### src/acs_pkg.sv
// constants, types and carriers shared by the conversion sequencer
package acs_pkg;

  // ---------------------------------------------------------------
  // timing
  // ---------------------------------------------------------------
  localparam int unsigned CLK_PERIOD_NS = 25;
  localparam int unsigned POR_TIME_NS   = 500000;
  localparam int unsigned CONV_TIME_NS  = 16600000;
  // "about" figures: rounded down to whole cycles
  localparam int unsigned POR_CYC_DEF   = POR_TIME_NS / CLK_PERIOD_NS;
  localparam int unsigned CONV_CYC_DEF  = CONV_TIME_NS / CLK_PERIOD_NS;
  localparam int          TMR_W         = 20;

  // ---------------------------------------------------------------
  // bus framing
  // ---------------------------------------------------------------
  localparam logic [6:0] SLAVE_ADDR    = 7'h14;
  localparam logic       DIR_READ      = 1'h1;
  localparam logic [3:0] BITS_PER_UNIT = 4'h8;
  localparam logic [4:0] RESULT_BITS   = 5'h10;

  // ---------------------------------------------------------------
  // result coding
  // ---------------------------------------------------------------
  localparam int                 RES_W      = 16;
  localparam int                 DIFF_W     = 17;
  localparam logic signed [17:0] MIDSCALE   = 18'sh08000;
  localparam logic signed [17:0] CODE_MAX   = 18'sh0ffff;
  localparam logic signed [17:0] CODE_MIN   = 18'sh00000;
  localparam logic [15:0]        RESULT_RST = 16'h0000;

  // ---------------------------------------------------------------
  // states
  // ---------------------------------------------------------------
  typedef enum logic [1:0] {
    CV_POR   = 2'h0,
    CV_CONV  = 2'h1,
    CV_SLEEP = 2'h3,
    CV_DOUT  = 2'h2
  } acs_cv_state_t;

  typedef enum logic [2:0] {
    B_IDLE   = 3'h0,
    B_ADDR   = 3'h1,
    B_ACK    = 3'h3,
    B_DATA   = 3'h2,
    B_MACK   = 3'h6,
    B_IGNORE = 3'h7
  } acs_bus_phase_t;

  typedef struct packed {
    logic scl;
    logic sda;
  } acs_line_t;

endpackage

### src/acs_top.sv
// conversion sequencer with read-only two-wire slave readout
// Notes on behaviour
// - loop: conversion, sleep, data output, conversion
// - conversion done: sleep, reads now accepted
// - sleep holds result unchanged until addressed
// - addressed during conversion: leave line released
// - fixed slave address 0010100 only
// - match, read, ready: pull low ninth clock
// - sixteen bits out msb first, falling edges
// - sample on rising edges, clock input only
// - msb is sign, set when input non-negative
// - offset binary, midscale 32768, clamp 0..65535
// - new conversion after stop or sixteen bits
// - line released outside output; pull low only
// - internal reset interval, then conversion starts
// - start and stop detected while clock high
// - repeated start handled exactly as start
// - units of eight bits plus acknowledge
// - data changes only while clock low
// - slave only, transmits latest result only
// - stop after acknowledged read discards result
`timescale 1ns/1ps
`default_nettype none

module acs_top
  import acs_pkg::*;
#(
  parameter int unsigned POR_CYC  = POR_CYC_DEF,
  parameter int unsigned CONV_CYC = CONV_CYC_DEF
) (
  input  wire logic                     i_ref_clk,
  input  wire logic                     i_rst_n,
  input  wire logic                     i_scl,
  input  wire logic                     i_sda,
  input  wire logic signed [DIFF_W-1:0] i_mod_diff,
  output logic                          o_sda_o,
  output logic                          o_sda_oe,
  output acs_cv_state_t                 o_conv_state
);

  localparam logic [TMR_W-1:0] POR_LAST  = TMR_W'(POR_CYC - 1);
  localparam logic [TMR_W-1:0] CONV_LAST = TMR_W'(CONV_CYC - 1);

  // ---------------------------------------------------------------
  // pin synchronisers and edge detection
  // ---------------------------------------------------------------
  acs_line_t s1_q, s1_d;
  acs_line_t s2_q, s2_d;
  acs_line_t s3_q, s3_d;

  always_comb begin
    s1_d = '{scl: i_scl, sda: i_sda};
    s2_d = s1_q;
    s3_d = s2_q;
  end

  // idle bus level is high, so reset to released lines
  always_ff @(posedge i_ref_clk) begin
    if (!i_rst_n) begin
      s1_q <= '{scl: 1'h1, sda: 1'h1};
      s2_q <= '{scl: 1'h1, sda: 1'h1};
      s3_q <= '{scl: 1'h1, sda: 1'h1};
    end else begin
      s1_q <= s1_d;
      s2_q <= s2_d;
      s3_q <= s3_d;
    end
  end

  logic scl_rise;
  logic scl_fall;
  logic start_seen;
  logic stop_seen;

  // only stage two and three are looked at
  assign scl_rise   = s2_q.scl & ~s3_q.scl;
  assign scl_fall   = ~s2_q.scl & s3_q.scl;
  assign start_seen = s2_q.scl & s3_q.scl & s3_q.sda & ~s2_q.sda;
  assign stop_seen  = s2_q.scl & s3_q.scl & ~s3_q.sda & s2_q.sda;

  // ---------------------------------------------------------------
  // result coding
  // ---------------------------------------------------------------
  logic signed [17:0] code_raw;
  logic [RES_W-1:0]   code_sat;

  always_comb begin
    code_raw = 18'(i_mod_diff) + MIDSCALE;
    if (code_raw > CODE_MAX) begin
      code_sat = CODE_MAX[RES_W-1:0];
    end else if (code_raw < CODE_MIN) begin
      code_sat = CODE_MIN[RES_W-1:0];
    end else begin
      code_sat = code_raw[RES_W-1:0];
    end
  end

  // ---------------------------------------------------------------
  // sequencer and slave port
  // ---------------------------------------------------------------
  acs_cv_state_t    cv_q, cv_d;
  acs_bus_phase_t   ph_q, ph_d;
  logic [TMR_W-1:0] tmr_q, tmr_d;
  logic [3:0]       bcnt_q, bcnt_d;
  logic [4:0]       sent_q, sent_d;
  logic [7:0]       ashift_q, ashift_d;
  logic [RES_W-1:0] dshift_q, dshift_d;
  logic [RES_W-1:0] result_q, result_d;
  logic             oe_q, oe_d;
  logic             sda_o_q;
  logic             addr_ok;

  // a repeated start may re-read while still in output state
  assign addr_ok = (ashift_q[7:1] == SLAVE_ADDR)
                 && (ashift_q[0] == DIR_READ)
                 && ((cv_q == CV_SLEEP) || (cv_q == CV_DOUT));

  always_comb begin
    cv_d     = cv_q;
    ph_d     = ph_q;
    tmr_d    = tmr_q;
    bcnt_d   = bcnt_q;
    sent_d   = sent_q;
    ashift_d = ashift_q;
    dshift_d = dshift_q;
    result_d = result_q;
    oe_d     = oe_q;

    case (cv_q)
      CV_POR: begin
        if (tmr_q == POR_LAST) begin
          cv_d  = CV_CONV;
          tmr_d = '0;
        end else begin
          tmr_d = tmr_q + 1'h1;
        end
      end
      CV_CONV: begin
        if (tmr_q == CONV_LAST) begin
          cv_d     = CV_SLEEP;
          tmr_d    = '0;
          result_d = code_sat;
        end else begin
          tmr_d = tmr_q + 1'h1;
        end
      end
      default: begin
      end
    endcase

    if (start_seen) begin
      ph_d   = B_ADDR;
      bcnt_d = '0;
      oe_d   = 1'h0;
    end else if (stop_seen) begin
      ph_d = B_IDLE;
      oe_d = 1'h0;
      if (cv_q == CV_DOUT) begin
        cv_d  = CV_CONV;
        tmr_d = '0;
      end
    end else begin
      case (ph_q)
        B_ADDR: begin
          if (scl_rise) begin
            ashift_d = {ashift_q[6:0], s2_q.sda};
            bcnt_d   = bcnt_q + 1'h1;
          end else if (scl_fall && (bcnt_q == BITS_PER_UNIT)) begin
            if (addr_ok) begin
              oe_d     = 1'h1;
              ph_d     = B_ACK;
              cv_d     = CV_DOUT;
              dshift_d = result_q;
              sent_d   = '0;
            end else begin
              ph_d = B_IGNORE;
            end
          end
        end
        B_ACK, B_MACK: begin
          if (scl_fall) begin
            oe_d     = ~dshift_q[RES_W-1];
            dshift_d = {dshift_q[RES_W-2:0], 1'h0};
            sent_d   = sent_q + 1'h1;
            bcnt_d   = '0;
            ph_d     = B_DATA;
          end
        end
        B_DATA: begin
          if (scl_rise) begin
            bcnt_d = bcnt_q + 1'h1;
          end else if (scl_fall) begin
            if (bcnt_q == BITS_PER_UNIT) begin
              oe_d = 1'h0;
              if (sent_q == RESULT_BITS) begin
                cv_d  = CV_CONV;
                tmr_d = '0;
                ph_d  = B_IGNORE;
              end else begin
                ph_d = B_MACK;
              end
            end else begin
              oe_d     = ~dshift_q[RES_W-1];
              dshift_d = {dshift_q[RES_W-2:0], 1'h0};
              sent_d   = sent_q + 1'h1;
            end
          end
        end
        default: begin
          oe_d = 1'h0;
        end
      endcase
    end
  end

  // sleep leaves result_q and dshift_q untouched indefinitely
  always_ff @(posedge i_ref_clk) begin
    if (!i_rst_n) begin
      cv_q     <= CV_POR;
      ph_q     <= B_IDLE;
      tmr_q    <= '0;
      bcnt_q   <= '0;
      sent_q   <= '0;
      ashift_q <= '0;
      dshift_q <= RESULT_RST;
      result_q <= RESULT_RST;
      oe_q     <= 1'h0;
      sda_o_q  <= 1'h0;
    end else begin
      cv_q     <= cv_d;
      ph_q     <= ph_d;
      tmr_q    <= tmr_d;
      bcnt_q   <= bcnt_d;
      sent_q   <= sent_d;
      ashift_q <= ashift_d;
      dshift_q <= dshift_d;
      result_q <= result_d;
      oe_q     <= oe_d;
      sda_o_q  <= 1'h0;
    end
  end

  assign o_sda_o      = sda_o_q;
  assign o_sda_oe     = oe_q;
  assign o_conv_state = cv_q;

endmodule

`default_nettype wire

### config.mk
export PLATFORM = sky130hd
export DESIGN_NAME = acs_top
export DESIGN_NICKNAME = d
export VERILOG_FILES = /design/src/acs_pkg.sv /design/src/acs_top.sv
export SDC_FILE = /design/constraint.sdc
export NUM_CORES = 1
export LEC_CHECK = 0
export ABC_CLOCK_PERIOD_IN_PS = 2200
export BUFFER_PORTS_ARGS = -buffer_cell sky130_fd_sc_hd__buf_2
export CAP_MARGIN = 5
export CORE_MARGIN = 10
export CORE_UTILIZATION = 45
export CTS_BUF_LIST = sky130_fd_sc_hd__clkbuf_8
export DETAILED_ROUTE_END_ITERATION = 12
export RECOVER_POWER = 100
export SYNTH_ARGS = -nofsm -noshare
export SYNTH_HDL_FRONTEND = slang
export SYNTH_SLANG_ARGS = --single-unit
### constraint.sdc
create_clock -name i_ref_clk -period 2.2 [get_ports i_ref_clk]
set_input_delay 0.66 -clock i_ref_clk [delete_from_list [all_inputs] [get_ports i_ref_clk]]
set_output_delay 0.66 -clock i_ref_clk [all_outputs]
set_load 0.05 [all_outputs]
* Word-level counts from Yosys, hierarchy flattened
Cells that the tools add are included.
** Storage, ports and cells
- Logic and storage cells :: 148
- Output and inout port bits :: 4
- Memories kept :: 0
- ROM bits :: 0
- Register bits after elaboration :: 81
- Input port bits :: 21
- Bits in latches :: 0
- Memory bits (writable) :: 0
** Cells by class
- Reductions and logical operators :: 19
- Mux-type cells :: 65
- Divide/modulo/power cells :: 0
- Shifts and indexed selects :: 0
- Equality and inequality tests :: 27
- Bitwise logic cells :: 15
- Multipliers :: 0
- Magnitude comparators :: 2
- Add/subtract/negate cells :: 4
** Operator list (count)
- 2-to-1 mux 20 bit :: 10
- 2-to-1 mux 16 bit :: 9
- one-hot mux 16 bit (3 select lines) :: 1
- one-hot mux 20 bit (2 select lines) :: 1
- 2-to-1 mux 5 bit :: 7
- 2-to-1 mux 2 bit :: 12
- != test 4 bit, second input constant :: 6
- 2-to-1 mux 3 bit :: 7
- adder 20 x 1 -> 20 bit, second input constant :: 1
- == test 20 x 15 -> 1 bit, second input constant :: 1
- == test 20 bit, second input constant :: 1
- adder 17 x 17 -> 18 bit, second input constant :: 1
- greater-than comparator 18 x 17 -> 1 bit, second input constant :: 1
- < comparator 18 x 1 -> 1 bit, second input constant :: 1
- != test 2 bit, second input constant :: 8
- one-hot mux 5 bit (3 select lines) :: 1
- AND reduction 7 bit :: 2
- 2-to-1 mux 1 bit :: 10
- AND reduction 10 bit :: 1
- one-hot mux 3 bit (3 select lines) :: 1
- 2-to-1 mux 4 bit :: 2
- inverter 1 bit :: 8
- one-hot mux 2 bit (2 select lines) :: 2
- one-hot mux 4 bit (2 select lines) :: 1
- other kinds (24) :: 37

* Logic depth before layout (Yosys ltp)
Gate-level depths: netlist (run 1).
- Depth in word-level cells :: 10
- Mapped depth :: 9
- Mapped depth without buffers :: 7

* Worst setup path after synthesis (run 1)
OpenSTA, ideal clock, no wires.
- Path type :: input-to-reg
- Start point :: input port i_mod_diff[15]
- End point :: register result_q[10]
- Data required time :: 2081 ps
- Library setup time :: 119 ps
- Path buffers :: 2
- Arrival :: 2181 ps
- Setup slack :: -100 ps
- Stages on the path :: 7
- Cell sequence :: nand4b_1 o41ai_2 mux2i_1 or4b_1 buf_2 buf_6 o221a_1
** Between the ends
- Word-level cells in the longest chain between the ends :: 4
- Elaborated cells on any way between the ends :: 5
- Those cells by class :: add/sub: 1; order compare: 2; mux: 2
** RTL lines
- start, declared :: RTL line acs_top.sv:35 : input wire logic signed [DIFF_W-1:0] i_mod_diff,
- adder 17 x 17 -> 18 bit (*) :: RTL line acs_top.sv:88 : code_raw = 18'(i_mod_diff) + MIDSCALE;
- < comparator 18 x 1 -> 1 bit :: RTL line acs_top.sv:91 : end else if (code_raw < CODE_MIN) begin
- 2-to-1 mux 16 bit :: RTL line acs_top.sv:91
- 2-to-1 mux 16 bit (*) :: RTL line acs_top.sv:89 : if (code_raw > CODE_MAX) begin
- end signal, assigned :: RTL line acs_top.sv:237 : result_q <= result_d;
- end, declared :: RTL line acs_top.sv:108 : logic [RES_W-1:0] result_q, result_d;
Every way passes the cells marked *; elsewhere a longest branch is shown, timed or not.
A chain may end at the register's enable or synchronous reset.

* Worst setup path after layout (run 1)
- Start point :: register tmr_q[12]
- End point :: register result_q[5]
** Between the ends
- Word-level cells in the longest chain between the ends :: 2
** RTL lines
- start, declared :: RTL line acs_top.sv:103 : logic [TMR_W-1:0] tmr_q, tmr_d;
- start signal, assigned :: RTL line acs_top.sv:232 : tmr_q <= tmr_d;
- == test 20 bit :: RTL line acs_top.sv:139 : if (tmr_q == CONV_LAST) begin
- AND reduction 2 bit (no line)
No other way between the ends.

==> results of run 1 <==
-- flip-flops by register name (all words and copies together), names as in the netlist --
name,flops
s3_q,2
ashift_q,8
o_conv_state,2
s2_q,2
tmr_q,20
result_q,16
dshift_q,16
bcnt_q,4
sent_q,5
o_sda_oe,1
s1_q,2
ph_q,3
-- repair_timing --
action | 4_1_cts | 5_1_grt
resized for setup | 0 | 8
endpoints found under the setup margin | 0 | 30
setup buffers | 0 | 0
-- per-layer routing --
layer	wire length (microns)	GRT usage
met1	4430	0.176
met2	3930	0.208
met3	252	0.0408
met4	61	0.0375
met5	0	0
-- worst paths after layout --
path / start / endpoint / slack (ns) / cells past startpoint
hold / removal: s1_q[0]$_SDFF_PN1_ / s2_q[0]$_SDFF_PN1_ / 0.42 / 1
setup reg to reg: tmr_q[12]$_SDFF_PN0_ / result_q[5]$_SDFFE_PN0P_ / 0.16 / 5
setup / recovery: tmr_q[12]$_SDFF_PN0_ / result_q[5]$_SDFFE_PN0P_ / 0.16 / 5
hold reg to reg: s1_q[0]$_SDFF_PN1_ / s2_q[0]$_SDFF_PN1_ / 0.42 / 1
-- worst reg2reg max path, delay by kind of cell (launching register included) --
kind | cells | cell delay [ns]
simple gates | 4 | 1.38
flops | 1 | 0.36
compound gates | 1 | 0.26
-- power by group through the flow --
| stage | Clock [mW] | Combinational [mW] | Sequential (mW) |
|---|---|---|---|
| 3_3_place_gp | 0 | 0.186 | 1.53 |
| 4_1_cts | 1.00 | 0.191 | 1.49 |
| 5_1_grt | 1.06 | 0.209 | 1.50 |
| 3_5_place_dp | 0 | 0.190 | 1.53 |
| 2_1_floorplan | 0 | 0.125 | 1.52 |
| 6_report | 0.962 | 0.188 | 1.49 |
-- synth_stat cells (12+ instances only) --
cell	count	area, sq um
clkbuf_1	12	45.0
dfxtp_1	81	1620
inv_1	16	60.1
mux2_2	17	191
mux2i_1	27	270
nand2_1	48	180
nand3_1	17	85.1
nand4_1	16	100
nor2_1	42	158
o21ai_0	14	70.1
-- kinds of logic (layout without fill, tap and decap cells) --
family / after synthesis / count (layout) / synth area share
buffers and inverters: 43 / 81 / 0.0538
muxes: 44 / 44 / 0.111
adders and majority gates: 7 / 7 / 0.0211
xor gates and xnor gates: 18 / 18 / 0.0381
DFF: 81 / 81 / 0.391
AOI/OAI and AO/OA: 67 / 67 / 0.130
and+or+nand+nor: 192 / 192 / 0.253
other: 1 / 1 / 0.000905
-- cell type report --
| cell class | count | area [sq um] | share of cell area |
|---|---|---|---|
| multi-input cells | 329 | 2320 | 0.500 |
| flip-flops and latches | 81 | 1620 | 0.350 |
| repair buffers | 50 | 328 | 0.0707 |
| well taps | 108 | 135 | 0.0291 |
| clock buffers | 9 | 124 | 0.0267 |
| inverters | 16 | 60.1 | 0.0129 |
| clock inverters | 6 | 46.3 | 0.00998 |
-- through the flow --
step	TNS (ns)	utilization	total power [mW]	hold slack, ns
final	0	0.524	2.64	0.420
after global routing	0	0.524	2.76	0.450
after CTS	0	0.523	2.69	0.422
after detailed placement	-3.16	0.504	1.72	0.394
after global placement	-2.30	0.504	1.71	0.404
after floorplan	-0.339	-	1.65	0.386
-- placed cells by master (no fill, tap or decap), types with 3 or more instances in the layout --
cell       n
dfxtp_1   79
nor2b_1    9
clkbuf_8   9
inv_1     16
clkbuf_1   6
mux2_2    17
clkinv_4   3
nand2_1   48
nor2_1    42
or3_1      3
nand4_1   16
o221a_1   10
nor3_1     3
a21oi_1   10
o21ai_0   14
a31o_2     4
nand2b_1  10
mux2i_1   27
a211o_1    4
nor4b_1    3
nand3_1   16
and2b_2    5
and2b_1    4
nand3b_1   4
xnor2_1    7
nor3b_1    4
buf_2     19
xor2_1    11
ha_1       7
o221a_2    6
buf_4     22
nand4b_1   4
==> impl_metrics.py, run 1 <==
metrics = {
    "outcome": {
        "status": "complete, no violations",
    },
    "power_and_ir_drop": {
        "netSwitchingPower_mw": 0.674,
        "clkPwrFrac": 0.364,
        "p_sw_frac": 0.255,
        "powerDensity_mw_per_mm2": 570,
        "ir_drop_v": 0.000312,
        "internal_power_mw": 1.97,
        "comb_power_share": 0.071,
        "leakage_nw": 1.86,
        "pwr-share-seq": 0.565,
    },
    "yosys": {
        "synth.avg_cell_area_sq_um": 9.15,
        "synthArstFlopShare": 0,
        "seq_area_frac_synth": 0.391,
        "syn_inst": 453,
        "synth_edf_count": 0,
        "syn-num-nets": 481,
        "synth.cell_area_sq_mm": 0.00414,
        "ys_ff_latch": 81,
        "synthFlopType": "dfxtp_1",
        "yosysWarnings": 0,
        "yosys.cell_types.count": 63,
    },
    "route": {
        "drc": 0,
        "vias_per_cell": 5.50,
        "post_drt_wl_per_cell_microns": 14.5,
        "vias": 3295,
        "drt_first_iter_violations": 190,
        "drt_wl_total_mm": 8.67,
        "dr.pass1.iters": 4,
        "ant_nets": 0,
    },
    "layout": {
        "fillers": 857,
        "drive_above_1_share": 0.218,
        "finalNonFillerCells": 599,
        "diodes": 0,
        "postLayoutCellArea_sq_mm": 0.00464,
        "nets": 515,
        "syn_to_final_growth_pct": 12.0,
    },
    "grt": {
        "grt_max_degree": 57,
        "grt_pass1_vias": 3131,
        "grt.overflow.total": 0,
        "antenna_found_initial": 0,
        "grt_pass1_wl_mm": 14.8,
        "track_usage": 0.134,
    },
    "worst_setup_path": {
        "slowest_stage": "or4_4",
        "critPathMaxFanout": 16,
        "crit_family": "simple AND/OR/NAND/NOR gates",
        "crit_required_ns": 2.50,
        "end_kind": "flip-flop",
        "worst_path_largest_cell_delay_ns": 0.56,
        "path_class": "flip-flop to flip-flop",
        "startpoint_type": "flip-flop",
        "cp.arrival_ns": 2.35,
        "crit_chain": "nor4_2 -> nand3b_1 -> or4_4 -> nor2_4 -> o221a_2",
        "path_buf_inv": 0,
    },
    "floorplanning": {
        "fp.dieH_microns": 116,
        "core_sq_mm": 0.00885,
        "fp.dieArea_sq_mm": 0.0134,
        "fp.dieW_microns": 116,
        "rows": 34,
        "start_util": 0.468,
        "io_pins": 25,
    },
    "timing": {
        "setup_viol": 0,
        "skew_ns": 0.00949,
        "hold_viol": 0,
        "setup_ws_ns": 0.156,
        "layout_worst_path_cycle_share": 0.929,
        "worst_pin_slew_ns": 0.603,
        "slew_viol_final": 0,
        "fmax_mhz": 489,
        "slew_headroom": 0.600,
        "rsz0062_at_grt": "false",
        "min_period_ns": 2.04,
    },
    "clock_network": {
        "clockRootBuffer": "clkbuf_8",
        "clock_path_buffers": 2,
        "clock_sinks": 81,
        "clk_pin_slew_worst_paths_ns": 0.09,
        "htree_levels": 3,
        "insertion_delay_ns": 0.35,
        "cts_tree": "done",
        "cts_made_buffers": 9,
        "cts_hold_buf": 0,
    },
    "placed_design": {
        "pre_cts_slack_ns": -0.217,
        "routabilityCongestion": 0.809,
        "portBuffers": 23,
        "dp.cells": 584,
        "hpwlAfterDp_mm": 6.15,
        "placed_cell_area_sq_mm": 0.00446,
    },
    "flow_run": {
        "cap_violations": 0,
    },
    "min_path": {
        "min_path_type": "flip-flop to flip-flop",
    },
}
Power figures use the tool's default switching activity.
==> run 2: changes to the inputs <==
--- a/config.mk
+++ b/config.mk
@@ -5,6 +5,7 @@
 export SDC_FILE = /design/constraint.sdc
 export NUM_CORES = 1
 export LEC_CHECK = 0
+export ABC_AREA = 1
 export ABC_CLOCK_PERIOD_IN_PS = 2200
 export BUFFER_PORTS_ARGS = -buffer_cell sky130_fd_sc_hd__buf_2
 export CAP_MARGIN = 5
@@ -12,7 +13,7 @@
 export CORE_UTILIZATION = 45
 export CTS_BUF_LIST = sky130_fd_sc_hd__clkbuf_8
 export DETAILED_ROUTE_END_ITERATION = 12
-export RECOVER_POWER = 100
+export RECOVER_POWER = 50
 export SYNTH_ARGS = -nofsm -noshare
 export SYNTH_HDL_FRONTEND = slang
 export SYNTH_SLANG_ARGS = --single-unit
==> impl_metrics.py, run 2 <==
metrics = {
    "placed_design": {
        "portBuffers": 23,
        "routabilityCongestion": 0.860,
        "hpwlAfterDp_mm": 7.14,
        "pre_cts_slack_ns": 0.224,
    },
    "clock_network": {
        "clockRootBuffer": "clkbuf_8",
        "clock_path_buffers": 2,
        "cts_made_buffers": 9,
        "clk_pin_slew_worst_paths_ns": 0.09,
        "ctsResizeCount": 0,
        "insertion_delay_ns": 0.36,
        "htree_levels": 3,
        "post-cts-setup-buffers": 0,
        "cts_hold_buf": 0,
        "cts_tree": "done",
        "clock_sinks": 81,
    },
    "yosys": {
        "yosys.cell_types.count": 34,
        "seq_area_frac_synth": 0.372,
        "yosys.area.top_type": "dfxtp_1",
        "synth_commonest_cells": "nand2_1 (196), nor2_1 (121), dfxtp_1 (81), inv_1 (78), o21ai_0 (47)",
        "synth_top_area_share": 0.372,
        "synth.area.top_cells": "dfxtp_1 (37%), nand2_1 (17%), nor2_1 (10%), inv_1 (6.7%), o21ai_0 (5.4%)",
        "synthArstFlopShare": 0,
        "synth.most_common_cell": "nand2_1",
        "synth.cell_area_sq_mm": 0.00435,
        "syn-num-nets": 707,
        "syn_inst": 679,
        "yosysWarnings": 0,
        "synthFlopType": "dfxtp_1",
        "ys_ff_latch": 81,
        "synth.avg_cell_area_sq_um": 6.41,
        "synth_edf_count": 0,
    },
    "layout": {
        "regMostFlops": "tmr_q",
        "nets": 727,
        "layout_common_cells": "nand2_1 (198), nor2_1 (121), dfxtp_1 (81)",
        "final_common_cell": "nand2_1",
        "fin_util": 0.510,
        "largest_reg_flops": 20,
        "fillers": 976,
        "drive_above_1_share": 0.0923,
        "seq_area_sq_mm": 0.00162,
        "diodes": 0,
        "syn_to_final_growth_pct": 9.31,
        "top_regs": "tmr_q x20, dshift_q x16, result_q x16",
        "multiInputGateArea_sq_mm": 0.00230,
    },
    "timing": {
        "rsz0062_at_grt": "false",
        "fmax_mhz": 507,
        "worst_pin_slew_ns": 0.819,
        "min_period_ns": 1.97,
        "setup-tns-final_ns": 0,
        "hold_viol": 0,
        "hold_ws_ns": 0.427,
        "setup_viol": 0,
        "layout_worst_path_cycle_share": 0.897,
        "slew_headroom": 0.453,
        "setup_ws_ns": 0.228,
        "skew_ns": 0.0149,
        "slew_viol_final": 0,
    },
    "power_and_ir_drop": {
        "pwr-share-seq": 0.436,
        "p_sw_frac": 0.368,
        "internal_power_mw": 2.46,
        "netSwitchingPower_mw": 1.43,
        "comb_power_share": 0.272,
        "clkPwrFrac": 0.292,
        "ir_drop_v": 0.000439,
        "powerDensity_mw_per_mm2": 817,
        "p_total_mw": 3.89,
        "leakage_nw": 2.10,
    },
    "worst_setup_path": {
        "slowest_stage": "dfxtp_1",
        "startpoint_type": "flip-flop",
        "cp.arrival_ns": 2.22,
        "path_class": "flip-flop to flip-flop",
        "crit_required_ns": 2.45,
        "worst_path_largest_cell_delay_ns": 0.38,
        "critPathMaxFanout": 32,
        "end_kind": "flip-flop",
        "crit_chain": "ha_1 -> nand3_1 -> nor3_1 -> nand3_1 -> nor2_2 -> buf_4 -> nand2_1 -> nor2_1 -> nor2_1",
    },
    "outcome": {
        "status": "complete, no violations",
    },
    "floorplanning": {
        "fp.dieW_microns": 118,
        "io_pins": 25,
        "start_util": 0.467,
        "core_sq_mm": 0.00933,
        "fp.dieArea_sq_mm": 0.0140,
        "fp.dieH_microns": 118,
        "rows": 35,
    },
    "grt": {
        "grt_pass1_vias": 3778,
        "grt.overflow.total": 0,
        "track_usage": 0.139,
        "antenna_found_initial": 0,
        "grt_max_degree": 36,
        "grt_pass1_wl_mm": 16.9,
    },
    "route": {
        "dr.pass1.iters": 5,
        "vias": 4078,
        "drt_wl_total_mm": 9.86,
        "drt_first_iter_violations": 295,
        "drc": 0,
        "post_drt_wl_per_cell_microns": 11.8,
        "vias_per_cell": 4.90,
        "ant_nets": 0,
    },
    "min_path": {
        "min_path_type": "flip-flop to flip-flop",
    },
    "flow_run": {
        "cap_violations": 0,
    },
}
## run 2: changes by cell type after synthesis, sizes merged, moves of 11 or more
cell | previous run | this run
mux2 | 17 | 0
o21ai | 15 | 50
mux2i | 27 | 0
a21oi | 11 | 26
nand2b | 11 | 0
o221a | 16 | 0
nor2 | 43 | 129
inv | 16 | 82
nand2 | 48 | 203
## run 2: cell type report
type / instances / share of cell area
multi-input cells: 492 / 0.483
well taps: 129 / 0.0339
clock inverters: 7 / 0.0166
flip-flops and latches: 81 / 0.341
inverters: 85 / 0.0670
repair buffers: 30 / 0.0323
clock buffers: 9 / 0.0260
## run 2: worst paths after layout
kind,startpoint,depth (start not counted),to,slack [ns]
max,tmr_q[0]$_SDFF_PN0_,9,result_q[1]$_SDFFE_PN0P_,0.23
min reg2reg,s1_q[1]$_SDFF_PN1_,1,s2_q[1]$_SDFF_PN1_,0.43
min,s1_q[1]$_SDFF_PN1_,1,s2_q[1]$_SDFF_PN1_,0.43
max reg2reg,tmr_q[0]$_SDFF_PN0_,9,result_q[1]$_SDFFE_PN0P_,0.23
## run 2: power groups by stage
stage	Sequential, mW	Combinational, mW	Clock [mW]
finish	1.70	1.06	1.13
global route	1.71	1.25	1.22
CTS	1.70	1.09	1.16
detailed placement	1.73	1.08	0
global placement	1.73	1.06	0
floorplan	1.73	0.878	0
## run 2: stage by stage
stage / instances / area, sq um
floorplan: 679 / 4350
global placement: 817 / 4580
detailed placement: 817 / 4580
CTS: 833 / 4780
global route: 833 / 4760
finish: 833 / 4760
## run 2: metal layers
layer / track usage / vias up / share of wire
li1: - / 2147 / -
met1: 0.173 / 1848 / 0.50
met2: 0.232 / 70 / 0.45
met3: 0.0343 / 13 / 0.037
met4: 0.0402 / 0 / 0.014
met5: 0 / - / 0
## run 2: logic make-up after synthesis
kind of cell,after synthesis,synth area share
AOI/OAI and AO/OA,78,0.0960
DFF,81,0.372
xor gates and xnor gates,11,0.0221
other,1,0.000861
buffers and inverters,106,0.0971
and+or+nand+nor,395,0.391
adders and majority gates,7,0.0201
## run 2: critical path: cells and delay by family (launching register included)
family	cells	cell delay, ns
flops	1	0.38
simple gates	7	1.01
buf+inv	1	0.28
fa+ha+maj	1	0.20
